<file path="config.mk">
export PLATFORM = sky130hd
export DESIGN_NAME = sag_top
export DESIGN_NICKNAME = d
export VERILOG_FILES = /design/src/hdl/sag_top.v /design/src/hdl/sag_ea_calc.v /design/src/hdl/sag_paddr.v
export VERILOG_INCLUDE_DIRS = /design/src /design/src/hdl
export SDC_FILE = /design/constraint.sdc
export NUM_CORES = 1
export LEC_CHECK = 0
export BUFFER_PORTS_ARGS = -buffer_cell sky130_fd_sc_hd__buf_2
export CAP_MARGIN = 20
export CORE_MARGIN = 2
export CORE_UTILIZATION = 36
export DETAILED_ROUTE_END_ITERATION = 7
export SETUP_SLACK_MARGIN = 0.2
export SLEW_MARGIN = 25
export SYNTH_ARGS = -nofsm -noshare
export SYNTH_HDL_FRONTEND = slang
export SYNTH_SLANG_ARGS = --single-unit
</file>
<file path="constraint.sdc">
create_clock -name sys_clk -period 5 [get_ports sys_clk]
set_input_delay 0.5 -clock sys_clk [delete_from_list [all_inputs] [get_ports sys_clk]]
set_output_delay 0.5 -clock sys_clk [all_outputs]
set_load 0.03 [all_outputs]
</file>
<file path="src/hdl/sag_defs.vh">
// Notes on behaviour
// - fourteen 16-bit registers: eight general, four segment, pointer, state word
// - first four general registers read and write as words or byte halves
// - a segment spans at most 64K bytes via a 16-bit offset
// - physical address is segment base shifted left four plus offset
// - prefetch and immediate fetch use the code segment
// - stack push/pop and base-pointer-based references use the stack segment
// - string references indexed by destination index use the extra segment
// - all other data references use the data segment
// - a segment override prefix replaces the implied segment of data references only
// - offset is any sum of displacement, one base, one index
// - offset sum truncated to 16 bits, carry dropped
// - byte displacement is sign extended to 16 bits
// - register operand from general registers, immediate from the instruction
// - direct mode offset is the displacement alone
// - register indirect offset is one of index or base registers
// - based mode adds displacement to base or base pointer
// - indexed mode adds displacement to source or destination index
// - based indexed mode sums base and index, no displacement
// - based indexed with displacement sums base, index and displacement
`ifndef SAG_DEFS_VH
`define SAG_DEFS_VH
// ====================================================
// register file indices (word view)
`define SAG_R_ACC 4'h0
`define SAG_R_CNT 4'h1
`define SAG_R_DAT 4'h2
`define SAG_R_BASE 4'h3
`define SAG_R_STK 4'h4
`define SAG_R_BPTR 4'h5
`define SAG_R_SRC 4'h6
`define SAG_R_DST 4'h7
`define SAG_R_CSEG 4'h8
`define SAG_R_DSEG 4'h9
`define SAG_R_ESEG 4'ha
`define SAG_R_SSEG 4'hb
`define SAG_R_IPTR 4'hc
`define SAG_R_STATE 4'hd
`define SAG_NUM_REGS 14
// ====================================================
// segment codes
`define SAG_SEG_E 2'h0
`define SAG_SEG_C 2'h1
`define SAG_SEG_S 2'h2
`define SAG_SEG_D 2'h3
// ====================================================
// reference kinds
`define SAG_REF_FETCH 3'h0
`define SAG_REF_IMM 3'h1
`define SAG_REF_STACK 3'h2
`define SAG_REF_STRDST 3'h3
`define SAG_REF_DATA 3'h4
// ====================================================
// memory addressing modes
`define SAG_AM_DIRECT 3'h0
`define SAG_AM_INDIR 3'h1
`define SAG_AM_BASED 3'h2
`define SAG_AM_INDEXED 3'h3
`define SAG_AM_BI 3'h4
`define SAG_AM_BID 3'h5
// ====================================================
// operand source
`define SAG_OP_REG 2'h0
`define SAG_OP_IMM 2'h1
`define SAG_OP_MEM 2'h2
// ====================================================
// widths and reset values
`define SAG_WORD_W 16
`define SAG_PADDR_W 20
`define SAG_SEG_SHIFT 4
`define SAG_RST_WORD 16'h0000
`endif

</file>
<file path="src/hdl/sag_top.v">
`timescale 1ns/1ps
`include "sag_defs.vh"
// ====================================================
// segmented address generator: register set, segment pick, address out
module sag_top (
    // clock and reset
    input wire sys_clk,
    input wire rst_n,
    // register write port
    input wire wr_en,
    input wire [3:0] wr_idx,
    input wire wr_byte,
    input wire wr_high,
    input wire [15:0] wr_data,
    // register read port
    input wire [3:0] rd_idx,
    input wire rd_byte,
    input wire rd_high,
    output wire [15:0] rd_data,
    // address request
    input wire req_valid,
    input wire [2:0] ref_kind,
    input wire [2:0] addr_mode,
    input wire base_is_bp,
    input wire idx_is_dst,
    input wire indir_sel_base,
    input wire disp_is_byte,
    input wire [15:0] disp,
    input wire override_en,
    input wire [1:0] override_seg,
    // operand request
    input wire [1:0] op_src,
    input wire [3:0] op_reg,
    input wire op_byte,
    input wire op_high,
    input wire [15:0] op_imm,
    // results
    output reg addr_valid,
    output reg [19:0] phys_addr,
    output reg [15:0] eff_addr,
    output reg [1:0] seg_used,
    output reg [15:0] operand,
    output reg operand_valid
);
    // ================================================
    // architectural register storage
    reg [15:0] regs_reg [0:`SAG_NUM_REGS-1];
    wire [15:0] ea_w;
    wire uses_bp_w;
    wire [19:0] paddr_w;
    reg [1:0] seg_sel;
    reg [15:0] seg_val;
    reg [15:0] offset_sel;
    reg [15:0] operand_next;

    // byte lanes only exist on the first four general registers
    function [15:0] read_view;
        input [15:0] word;
        input [3:0] idx;
        input byte_m;
        input high;
        begin
            if (byte_m && idx < 4'h4) begin
                read_view = high ? {8'h00, word[15:8]} : {8'h00, word[7:0]};
            end else begin
                read_view = word;
            end
        end
    endfunction

    // ================================================
    // register file writes, byte-lane merge for split registers
    genvar gi;
    generate
        for (gi = 0; gi < `SAG_NUM_REGS; gi = gi + 1) begin : g_regs
            always @(posedge sys_clk or negedge rst_n) begin
                if (!rst_n) begin
                    regs_reg[gi] <= `SAG_RST_WORD;
                end else if (wr_en && wr_idx == gi) begin
                    if (wr_byte && gi < 4) begin
                        if (wr_high) begin
                            regs_reg[gi] <= {wr_data[7:0], regs_reg[gi][7:0]};
                        end else begin
                            regs_reg[gi] <= {regs_reg[gi][15:8], wr_data[7:0]};
                        end
                    end else begin
                        regs_reg[gi] <= wr_data;
                    end
                end
            end
        end
    endgenerate

    // read port is combinational; out of range indices read zero
    assign rd_data = (rd_idx < `SAG_NUM_REGS) ?
        read_view(regs_reg[rd_idx], rd_idx, rd_byte, rd_high) : 16'h0000;

    // ================================================
    // effective address
    sag_ea_calc u_ea (
        .mode(addr_mode),
        .idx_is_dst(idx_is_dst),
        .base_is_bp(base_is_bp),
        .disp_is_byte(disp_is_byte),
        .disp(disp),
        .base_b(regs_reg[`SAG_R_BASE]),
        .base_ptr(regs_reg[`SAG_R_BPTR]),
        .src_idx(regs_reg[`SAG_R_SRC]),
        .dst_idx(regs_reg[`SAG_R_DST]),
        .indir_sel_base(indir_sel_base),
        .ea(ea_w),
        .uses_bp(uses_bp_w)
    );

    // ================================================
    // segment choice and offset choice per kind of reference
    always @* begin
        offset_sel = ea_w;
        case (ref_kind)
            `SAG_REF_FETCH: begin
                seg_sel = `SAG_SEG_C;
                offset_sel = regs_reg[`SAG_R_IPTR];
            end
            `SAG_REF_IMM: begin
                seg_sel = `SAG_SEG_C;
                offset_sel = regs_reg[`SAG_R_IPTR];
            end
            `SAG_REF_STACK: begin
                seg_sel = `SAG_SEG_S;
                offset_sel = regs_reg[`SAG_R_STK];
            end
            `SAG_REF_STRDST: begin
                seg_sel = `SAG_SEG_E;
                offset_sel = regs_reg[`SAG_R_DST];
            end
            default: begin
                // base pointer as base pulls data onto the stack segment
                seg_sel = uses_bp_w ? `SAG_SEG_S : `SAG_SEG_D;
            end
        endcase
        // prefetch and stack pushes are not operand accesses: no override
        if (override_en && (ref_kind == `SAG_REF_DATA)) begin
            seg_sel = override_seg;
        end
        case (seg_sel)
            `SAG_SEG_E: seg_val = regs_reg[`SAG_R_ESEG];
            `SAG_SEG_C: seg_val = regs_reg[`SAG_R_CSEG];
            `SAG_SEG_S: seg_val = regs_reg[`SAG_R_SSEG];
            default: seg_val = regs_reg[`SAG_R_DSEG];
        endcase
    end

    sag_paddr u_pa (
        .seg_base(seg_val),
        .offset(offset_sel),
        .paddr(paddr_w)
    );

    // ================================================
    // operand source: register or immediate
    always @* begin
        case (op_src)
            `SAG_OP_REG: operand_next = read_view(regs_reg[op_reg[2:0]],
                {1'b0, op_reg[2:0]}, op_byte, op_high);
            `SAG_OP_IMM: operand_next = op_byte ?
                {8'h00, op_imm[7:0]} : op_imm;
            default: operand_next = 16'h0000;
        endcase
    end

    // ================================================
    // registered results, one cycle after the request
    always @(posedge sys_clk or negedge rst_n) begin
        if (!rst_n) begin
            addr_valid <= 1'b0;
            phys_addr <= 20'h00000;
            eff_addr <= 16'h0000;
            seg_used <= 2'h0;
            operand <= 16'h0000;
            operand_valid <= 1'b0;
        end else begin
            addr_valid <= req_valid && (op_src == `SAG_OP_MEM);
            operand_valid <= req_valid && (op_src != `SAG_OP_MEM);
            if (req_valid) begin
                phys_addr <= paddr_w;
                eff_addr <= offset_sel;
                seg_used <= seg_sel;
                operand <= operand_next;
            end
        end
    end
endmodule // sag_top

</file>
<file path="src/hdl/sag_ea_calc.v">
`timescale 1ns/1ps
`include "sag_defs.vh"
// ====================================================
// effective address adder
module sag_ea_calc (
    // mode and operands
    input wire [2:0] mode,
    input wire idx_is_dst,
    input wire base_is_bp,
    input wire disp_is_byte,
    input wire [15:0] disp,
    input wire [15:0] base_b,
    input wire [15:0] base_ptr,
    input wire [15:0] src_idx,
    input wire [15:0] dst_idx,
    input wire indir_sel_base,
    // result
    output reg [15:0] ea,
    output reg uses_bp
);
    reg [15:0] disp_ext;
    reg [15:0] base_val;
    reg [15:0] idx_val;
    reg [16:0] sum_full;
    // sum of chosen elements, carry thrown away
    always @* begin
        disp_ext = disp_is_byte ? {{8{disp[7]}}, disp[7:0]} : disp;
        base_val = base_is_bp ? base_ptr : base_b;
        idx_val = idx_is_dst ? dst_idx : src_idx;
        uses_bp = 1'b0;
        sum_full = 17'h00000;
        case (mode)
            `SAG_AM_DIRECT: sum_full = {1'b0, disp_ext};
            `SAG_AM_INDIR: begin
                sum_full = {1'b0, indir_sel_base ? base_val : idx_val};
                uses_bp = indir_sel_base & base_is_bp;
            end
            `SAG_AM_BASED: begin
                sum_full = {1'b0, base_val} + {1'b0, disp_ext};
                uses_bp = base_is_bp;
            end
            `SAG_AM_INDEXED: sum_full = {1'b0, idx_val} + {1'b0, disp_ext};
            `SAG_AM_BI: begin
                sum_full = {1'b0, base_val} + {1'b0, idx_val};
                uses_bp = base_is_bp;
            end
            `SAG_AM_BID: begin
                sum_full = {1'b0, base_val} + {1'b0, idx_val} + {1'b0, disp_ext};
                uses_bp = base_is_bp;
            end
            default: sum_full = {1'b0, disp_ext};
        endcase
        ea = sum_full[15:0];
    end
endmodule // sag_ea_calc

</file>
<file path="src/hdl/sag_paddr.v">
`timescale 1ns/1ps
`include "sag_defs.vh"
// ====================================================
// segment-relative to physical address
module sag_paddr (
    // inputs
    input wire [15:0] seg_base,
    input wire [15:0] offset,
    // result
    output wire [19:0] paddr
);
    wire [20:0] full_sum;
    // shifted base plus offset; top carry dropped so the map wraps
    assign full_sum = {1'b0, seg_base, 4'h0} + {5'h00, offset};
    assign paddr = full_sum[19:0];
endmodule // sag_paddr

</file>
# Yosys cells after proc, flatten, opt, wreduce, memory -nomap -nowiden
# Index checks and enable logic that the tools add are counted.
# Widths: inputs -> output; s select.
[classes] muxes=26 bitwise_logic=3 reduce_logical=33 n_addsub=5 n_eq_ne=29 magnitude_cmp=5
[ops] cell="$mux 16" n=14
[ops] cell="$bmux 16 s4" n=2
[ops] cell="$pmux 16 s3" n=2
[ops] cell="$pmux 16 s5" n=1
[ops] cell="$add 16x16->16" n=4
[ops] cell="$pmux 16 s2" n=1
[ops] cell="$eq 4x4->1 const B" n=6
[ops] cell="$add 20x16->20" n=1
[ops] cell="$logic_and 1x1->1" n=19
[ops] cell="$eq 4x3->1 const B" n=4
[ops] cell="$mux 8" n=2
[ops] cell="$reduce_and 2->1" n=8
[ops] cell="$eq 3x2->1 const B" n=4
[ops] cell="$eq 3x3->1 const B" n=3
[ops] cell="$eq 4x2->1 const B" n=2
[ops] cell="$eq 3x1->1 const B" n=2
[ops] cell="$pmux 2 s3" n=1
[ops] cell="$ge 4x5->1 const B" n=1
[ops] cell="$ge 5x5->1 const B" n=1
[ops] cell="$not 4->5" n=1
[ops] cell="$eq 2x1->1 const B" n=2
[ops] cell="$eq 2x2->1 const B" n=2
[ops] cell="$eq 4x1->1 const B" n=1
[ops] cell="$logic_not 2->1" n=2
[ops] cell="14 further kinds" n=15
[word_totals] out_inout_bits=72 ff_bits=280

# Logic depth before layout (Yosys ltp)
[logic_depth] ltp_word=9 depth_mapped=30 depth_no_buf=28

# Cells and area by module
# From an unflattened synthesis, not the netlist that was laid out.
[hier_totals] cells_unflattened=1663 area_unflattened_um2=18569.1
[modules_own_cells] mod="sag_top" cells_each=1136 n_inst=1 seq_area_each_um2=7006.7 area_each_um2=14871.8
[modules_own_cells] mod="sag_ea_calc" cells_each=425 n_inst=1 seq_area_each_um2=0.0 area_each_um2=2951.6
[modules_own_cells] mod="sag_paddr" cells_each=102 n_inst=1 seq_area_each_um2=0.0 area_each_um2=745.7

# Least setup slack after synthesis
# Ideal clock, no wire load.
[synth_timing] path_type="input to register" startpoint="input port idx_is_dst" endpoint="register phys_addr[19]" setup_time_ns=0.136 t_required_ns=4.864 slack_ns=-1.189 n_path_buf=2 arrival_time_ns=6.053 stages=28 cell_sequence="clkbuf_1 buf_1 mux2i_1 inv_1 ha_1 a2111oi_4 o21ai_2 a221oi_4 nor2b_1 o21ai_1 nor2b_1 xor2_1 o221ai_1 ha_1 and3_1 a221oi_1 o21ai_0 o31ai_1 xor2_1 nor2_1 mux2i_1 a21oi_1 ha_1 a21oi_1 a21o_1 nor4b_2 xnor2_1 a21oi_1"
[synth_via] elab_chain_len=6
[synth_rtl] item="start, declared" line_no="sag_top.v:25" source="input wire idx_is_dst,"
[synth_rtl] item="$mux 16 (*)" line_no="sag_ea_calc.v:29" source="idx_val = idx_is_dst ? dst_idx : src_idx;"
[synth_rtl] item="$add 16x16->16" line_no="sag_ea_calc.v:44, sag_ea_calc.v:48"
[synth_rtl] item="$add 16x16->16" line_no="sag_ea_calc.v:48" source="sum_full = {1'b0, base_val} + {1'b0, idx_val} + {1'b0, disp_ext};"
[synth_rtl] item="$pmux 16 s5 (*)" line_no="sag_ea_calc.v:32" source="case (mode)"
[synth_rtl] item="$pmux 16 s3 (*)" line_no="sag_top.v:119" source="case (ref_kind)"
[synth_rtl] item="via offset_sel[15]" line_no="sag_top.v:53" source="reg [15:0] offset_sel;"
[synth_rtl] item="$add 20x16->20 (*)" line_no="sag_paddr.v:14" source="assign full_sum = {1'b0, seg_base, 4'h0} + {5'h00, offset};"
[synth_rtl] item="end signal, assigned" line_no="sag_top.v:185" source="phys_addr <= paddr_w;"
[synth_rtl] item="end, declared" line_no="sag_top.v:39" source="output reg [19:0] phys_addr,"
# The timed path passes the listed nets; every way through them passes the cells marked *.
# A chain may end at the register's enable or synchronous reset.

# Worst setup path in the final report
[layout_timing] startpoint="register regs_reg[164] (netlist bit)" endpoint="register phys_addr[19]"
[layout_via] elab_chain_len=6
[layout_rtl] item="start, declared" line_no="sag_top.v:47" source="reg [15:0] regs_reg [0:`SAG_NUM_REGS-1];"
[layout_rtl] item="start signal, assigned by index" line_no="sag_top.v:78" source="regs_reg[gi] <= `SAG_RST_WORD;"
[layout_rtl] item="start signal, assigned by index" line_no="sag_top.v:82" source="regs_reg[gi] <= {wr_data[7:0], regs_reg[gi][7:0]};"
[layout_rtl] item="start signal, assigned by index" line_no="sag_top.v:84" source="regs_reg[gi] <= {regs_reg[gi][15:8], wr_data[7:0]};"
[layout_rtl] item="$mux 16 (*)" line_no="sag_ea_calc.v:28" source="base_val = base_is_bp ? base_ptr : base_b;"
[layout_rtl] item="$add 16x16->16" line_no="sag_ea_calc.v:44, sag_ea_calc.v:48"
[layout_rtl] item="$add 16x16->16" line_no="sag_ea_calc.v:48"
[layout_rtl] item="$pmux 16 s5 (*)" line_no="sag_ea_calc.v:32"
[layout_rtl] item="$pmux 16 s3 (*)" line_no="sag_top.v:119"
[layout_rtl] item="via offset_sel[15]" line_no="sag_top.v:53"
[layout_rtl] item="$add 20x16->20 (*)" line_no="sag_paddr.v:14"
# Marks and branches as above.

==> qor.csv <==
metric,value,unit
result_of_the_run,"complete, but fails checks",
failed_checks,negative setup slack,
cts_sinks,276,
grt_max_degree,136,
first_pass_iters,5,
synth_largest_area_cell,dfrtp_1,
cp_num_buf_inv,1,
htree_levels,2,
transition_time_at_the_pin_with_the_least_slew_margin,1.068,ns
dp.cells,2515,
rsz0062_at_grt,yes,
number_of_flip_flops_in_the_largest_register,224,
clkTransAtPathRegs,0.06,ns
synth_top_flop_cell,dfrtp_1,
cts_made_buffers,35,
yosysSeqAreaShare,39.18,%
initial_core_util,36.24,%
grt_antenna_before_repair,2,
critical_path_class,flop to flop,
synth_enable_flop_cells,0,
ys_async_sr_fraction,100.0,%
hold_class,primary input to flop,
grt_pass1_vias,15060,
timing_max_transition_violations_final,0,
ir_worst_vdd,0.0002092,V
ys_ff_latch,276,
drc_errors,0,
viasPerCell,5.604,
syn_to_final_growth,32.07,%
end_kind,flop,
design.portCount,157,
slack_of_the_critical_path,-0.6039,ns
post_drt_wl_per_cell,23.58,µm
cts-root-buf,clkbuf_16,
cp_common_cell,o21ai_2,
yosysWarningCount,0,
critPathSlowestCell,dfrtp_1,
finalWirelength,62840,µm
fp.dieW,225.3,µm
worstSetupStartpointType,flop,
initialDrtViolationCount,1251,
clock_insertion_delay_worst_skew,0.55,ns
crit_family,compound AO/OA/AOI/OAI gates,
crit_arrival,6.02,ns
ant_nets,0,
p_leak,10.52,nW
drv.max_cap_violation_count,0,
grt_first_pass_wirelength,94610,µm
grt.overflow.total,0,
fin_worst_hold_slack,0.2166,ns
largest_clock_skew_in_the_final_design,0.02320,ns
synth_fp_nets,1745,
synth_most_common_cell,dfrtp_1,
drive_above_1_share,48.43,%
buffer_ports.inserted,155,
synthCells,1614,
die_outline_area,50760,µm²
netlist-cell-type-count,65,
critPathMaxStageDelay,0.43,ns
cts_max_path_buffers,3,
slew_headroom,28.83,%
critical_path_required,5.41,ns
fmax,178.4,MHz
post-synth-top-area-fraction,39.18,%
row_count,81,
netlist_top_cells_area,"dfrtp_1 39%, mux2_2 15%, mux4_2 11%, mux2i_1 4.3%, ha_1 3.1%",
r2r_setup_slack,-0.60,ns
grt_usage,24.98,%
setup_violations,11,
postSynthAreaPerCell,10.92,µm²
post-layout-total-power,11.07,mW
die_height,225.3,µm
power-per-cell-area,475.6,nW/µm²
synthTopCellsByCount,"276 x dfrtp_1, 231 x mux2_2, 134 x nor2_1, 117 x nand2_1, 105 x a21oi_1",
cell_area_after_synthesis,17630,µm²
pre_cts_ws,-1.170,ns
critPathMaxFanout,3,
detailedPlacementHpwl,45970,µm
num_vias,14940,
routabilityCongestion,0.9115,
setup-tns-final,-4.163,ns
timing_hold_violations_final,0,
final_cells,2665,
tritoncts,yes,
layout_worst_path_cycle_share,112.1,%
finalNetCount,2146,
post-route-min-period,5.604,ns
placeableCoreArea,48650,µm²
per-stage QoR:
stage	cell area, µm²	util (%)
floorplan	17820	-
global placement	20740	42.64
detailed placement	20750	42.66
CTS	22910	47.10
global route	23280	47.85
finish	23280	47.86
final cells by class:
| type | instances | area [µm²] |
|---|---|---|
| sequential | 276 | 6910 |
| antenna | 1 | 2.502 |
| tap | 622 | 778.2 |
| timing repair buffer | 482 | 3342 |
| clock buffer | 53 | 1065 |
| multi-input combinational | 1172 | 10890 |
| fill | 4367 | 25360 |
| clock inverter | 11 | 107.6 |
| inverter | 48 | 182.7 |
where the power goes:
group	switching (mW)	internal, mW	total [mW]
Combinational	2.54	2.79	5.33
Sequential	0.433	2.76	3.19
Clock	1.02	1.53	2.55
per-layer routing:
metal | GRT usage (%) | share of wire, % | vias to the layer above
li1 | - | - | 6784
met5 | 0 | 0.021 | -
met1 | 33.95 | 43 | 7529
met3 | 5.763 | 7.6 | 92
met2 | 39.33 | 46 | 528
met4 | 8.353 | 3.1 | 2
worst reg2reg max path: cells and delay by family (launching register included):
family                     cells  cell delay [ns]
and+or+nand+nor                5             0.77
DFF                            1             0.43
adders and majority gates      3             0.88
buffers and inverters          1             0.16
AOI/OAI and AO/OA             12             2.16
muxes                          2             0.50
xor gates and xnor gates       3             0.57
layout by cell type, fill, tap and decap left out, types with 7 or more instances in the layout:
cell type	Yosys	layout
buf_4	4	313
dfrtp_1	276	273
mux2_2	231	229
buf_2	10	153
nor2_1	134	127
nand2_1	117	113
mux4_2	89	89
a21oi_1	105	85
o21ai_0	83	72
mux2i_1	75	70
inv_1	47	46
clkbuf_16	0	36
ha_1	43	27
nor2b_1	27	20
xnor2_1	26	20
a21o_1	19	19
a211oi_1	20	18
nand3_1	17	15
ha_4	0	15
nand2b_1	12	12
a21oi_2	0	12
o21ai_1	5	11
a221oi_1	15	10
clkbuf_8	0	10
o22ai_1	12	9
a221o_1	9	9
xor2_1	11	9
buf_6	0	9
a21oi_4	0	8
a311oi_1	8	8
o2bb2ai_1	8	8
a31oi_1	7	7
o211ai_1	7	7
clkbuf_1	90	7
timing repair:
| action | CTS | global route |
|---|---|---|
| cloned | 0 | 0 |
| endpoints found under the hold margin | 76 | 0 |
| setup endpoints to repair | 13 | 17 |
| buffers inserted | 69 | 15 |
| pin swaps | 47 | 38 |
| gates resized for setup | 90 | 49 |
| hold buffers | 1 | 0 |
worst paths after layout:
check	start	end	cells past startpoint
worst min-delay path	op_imm[11]	operand[11]	3
worst max-delay path	regs_reg[164]	phys_addr[19]	26
max in group asynchronous	rst_n	phys_addr[9]	3
worst max register to register	regs_reg[164]	phys_addr[19]	26
worst min register to register	operand[4]	operand[4]	1
min in group asynchronous	rst_n	regs_reg[92]	2
kinds of logic (layout without fill, tap and decap cells):
| kind of cell | count (synthesis) | after routing | synth area share, % |
|---|---|---|---|
| multiplexers | 395 | 395 | 30.38 |
| AND/OR/NAND/NOR | 350 | 350 | 8.808 |
| AO/OA/AOI/OAI | 343 | 343 | 12.62 |
| flip-flops | 276 | 276 | 39.18 |
| buffers and inverters | 166 | 594 | 3.691 |
| adder cells (fa/ha/maj) | 46 | 46 | 3.393 |
| XOR/XNOR | 38 | 38 | 1.930 |
| other | 0 | 1 | 0 |
Note: power is estimated with default switching activity, not from simulation.
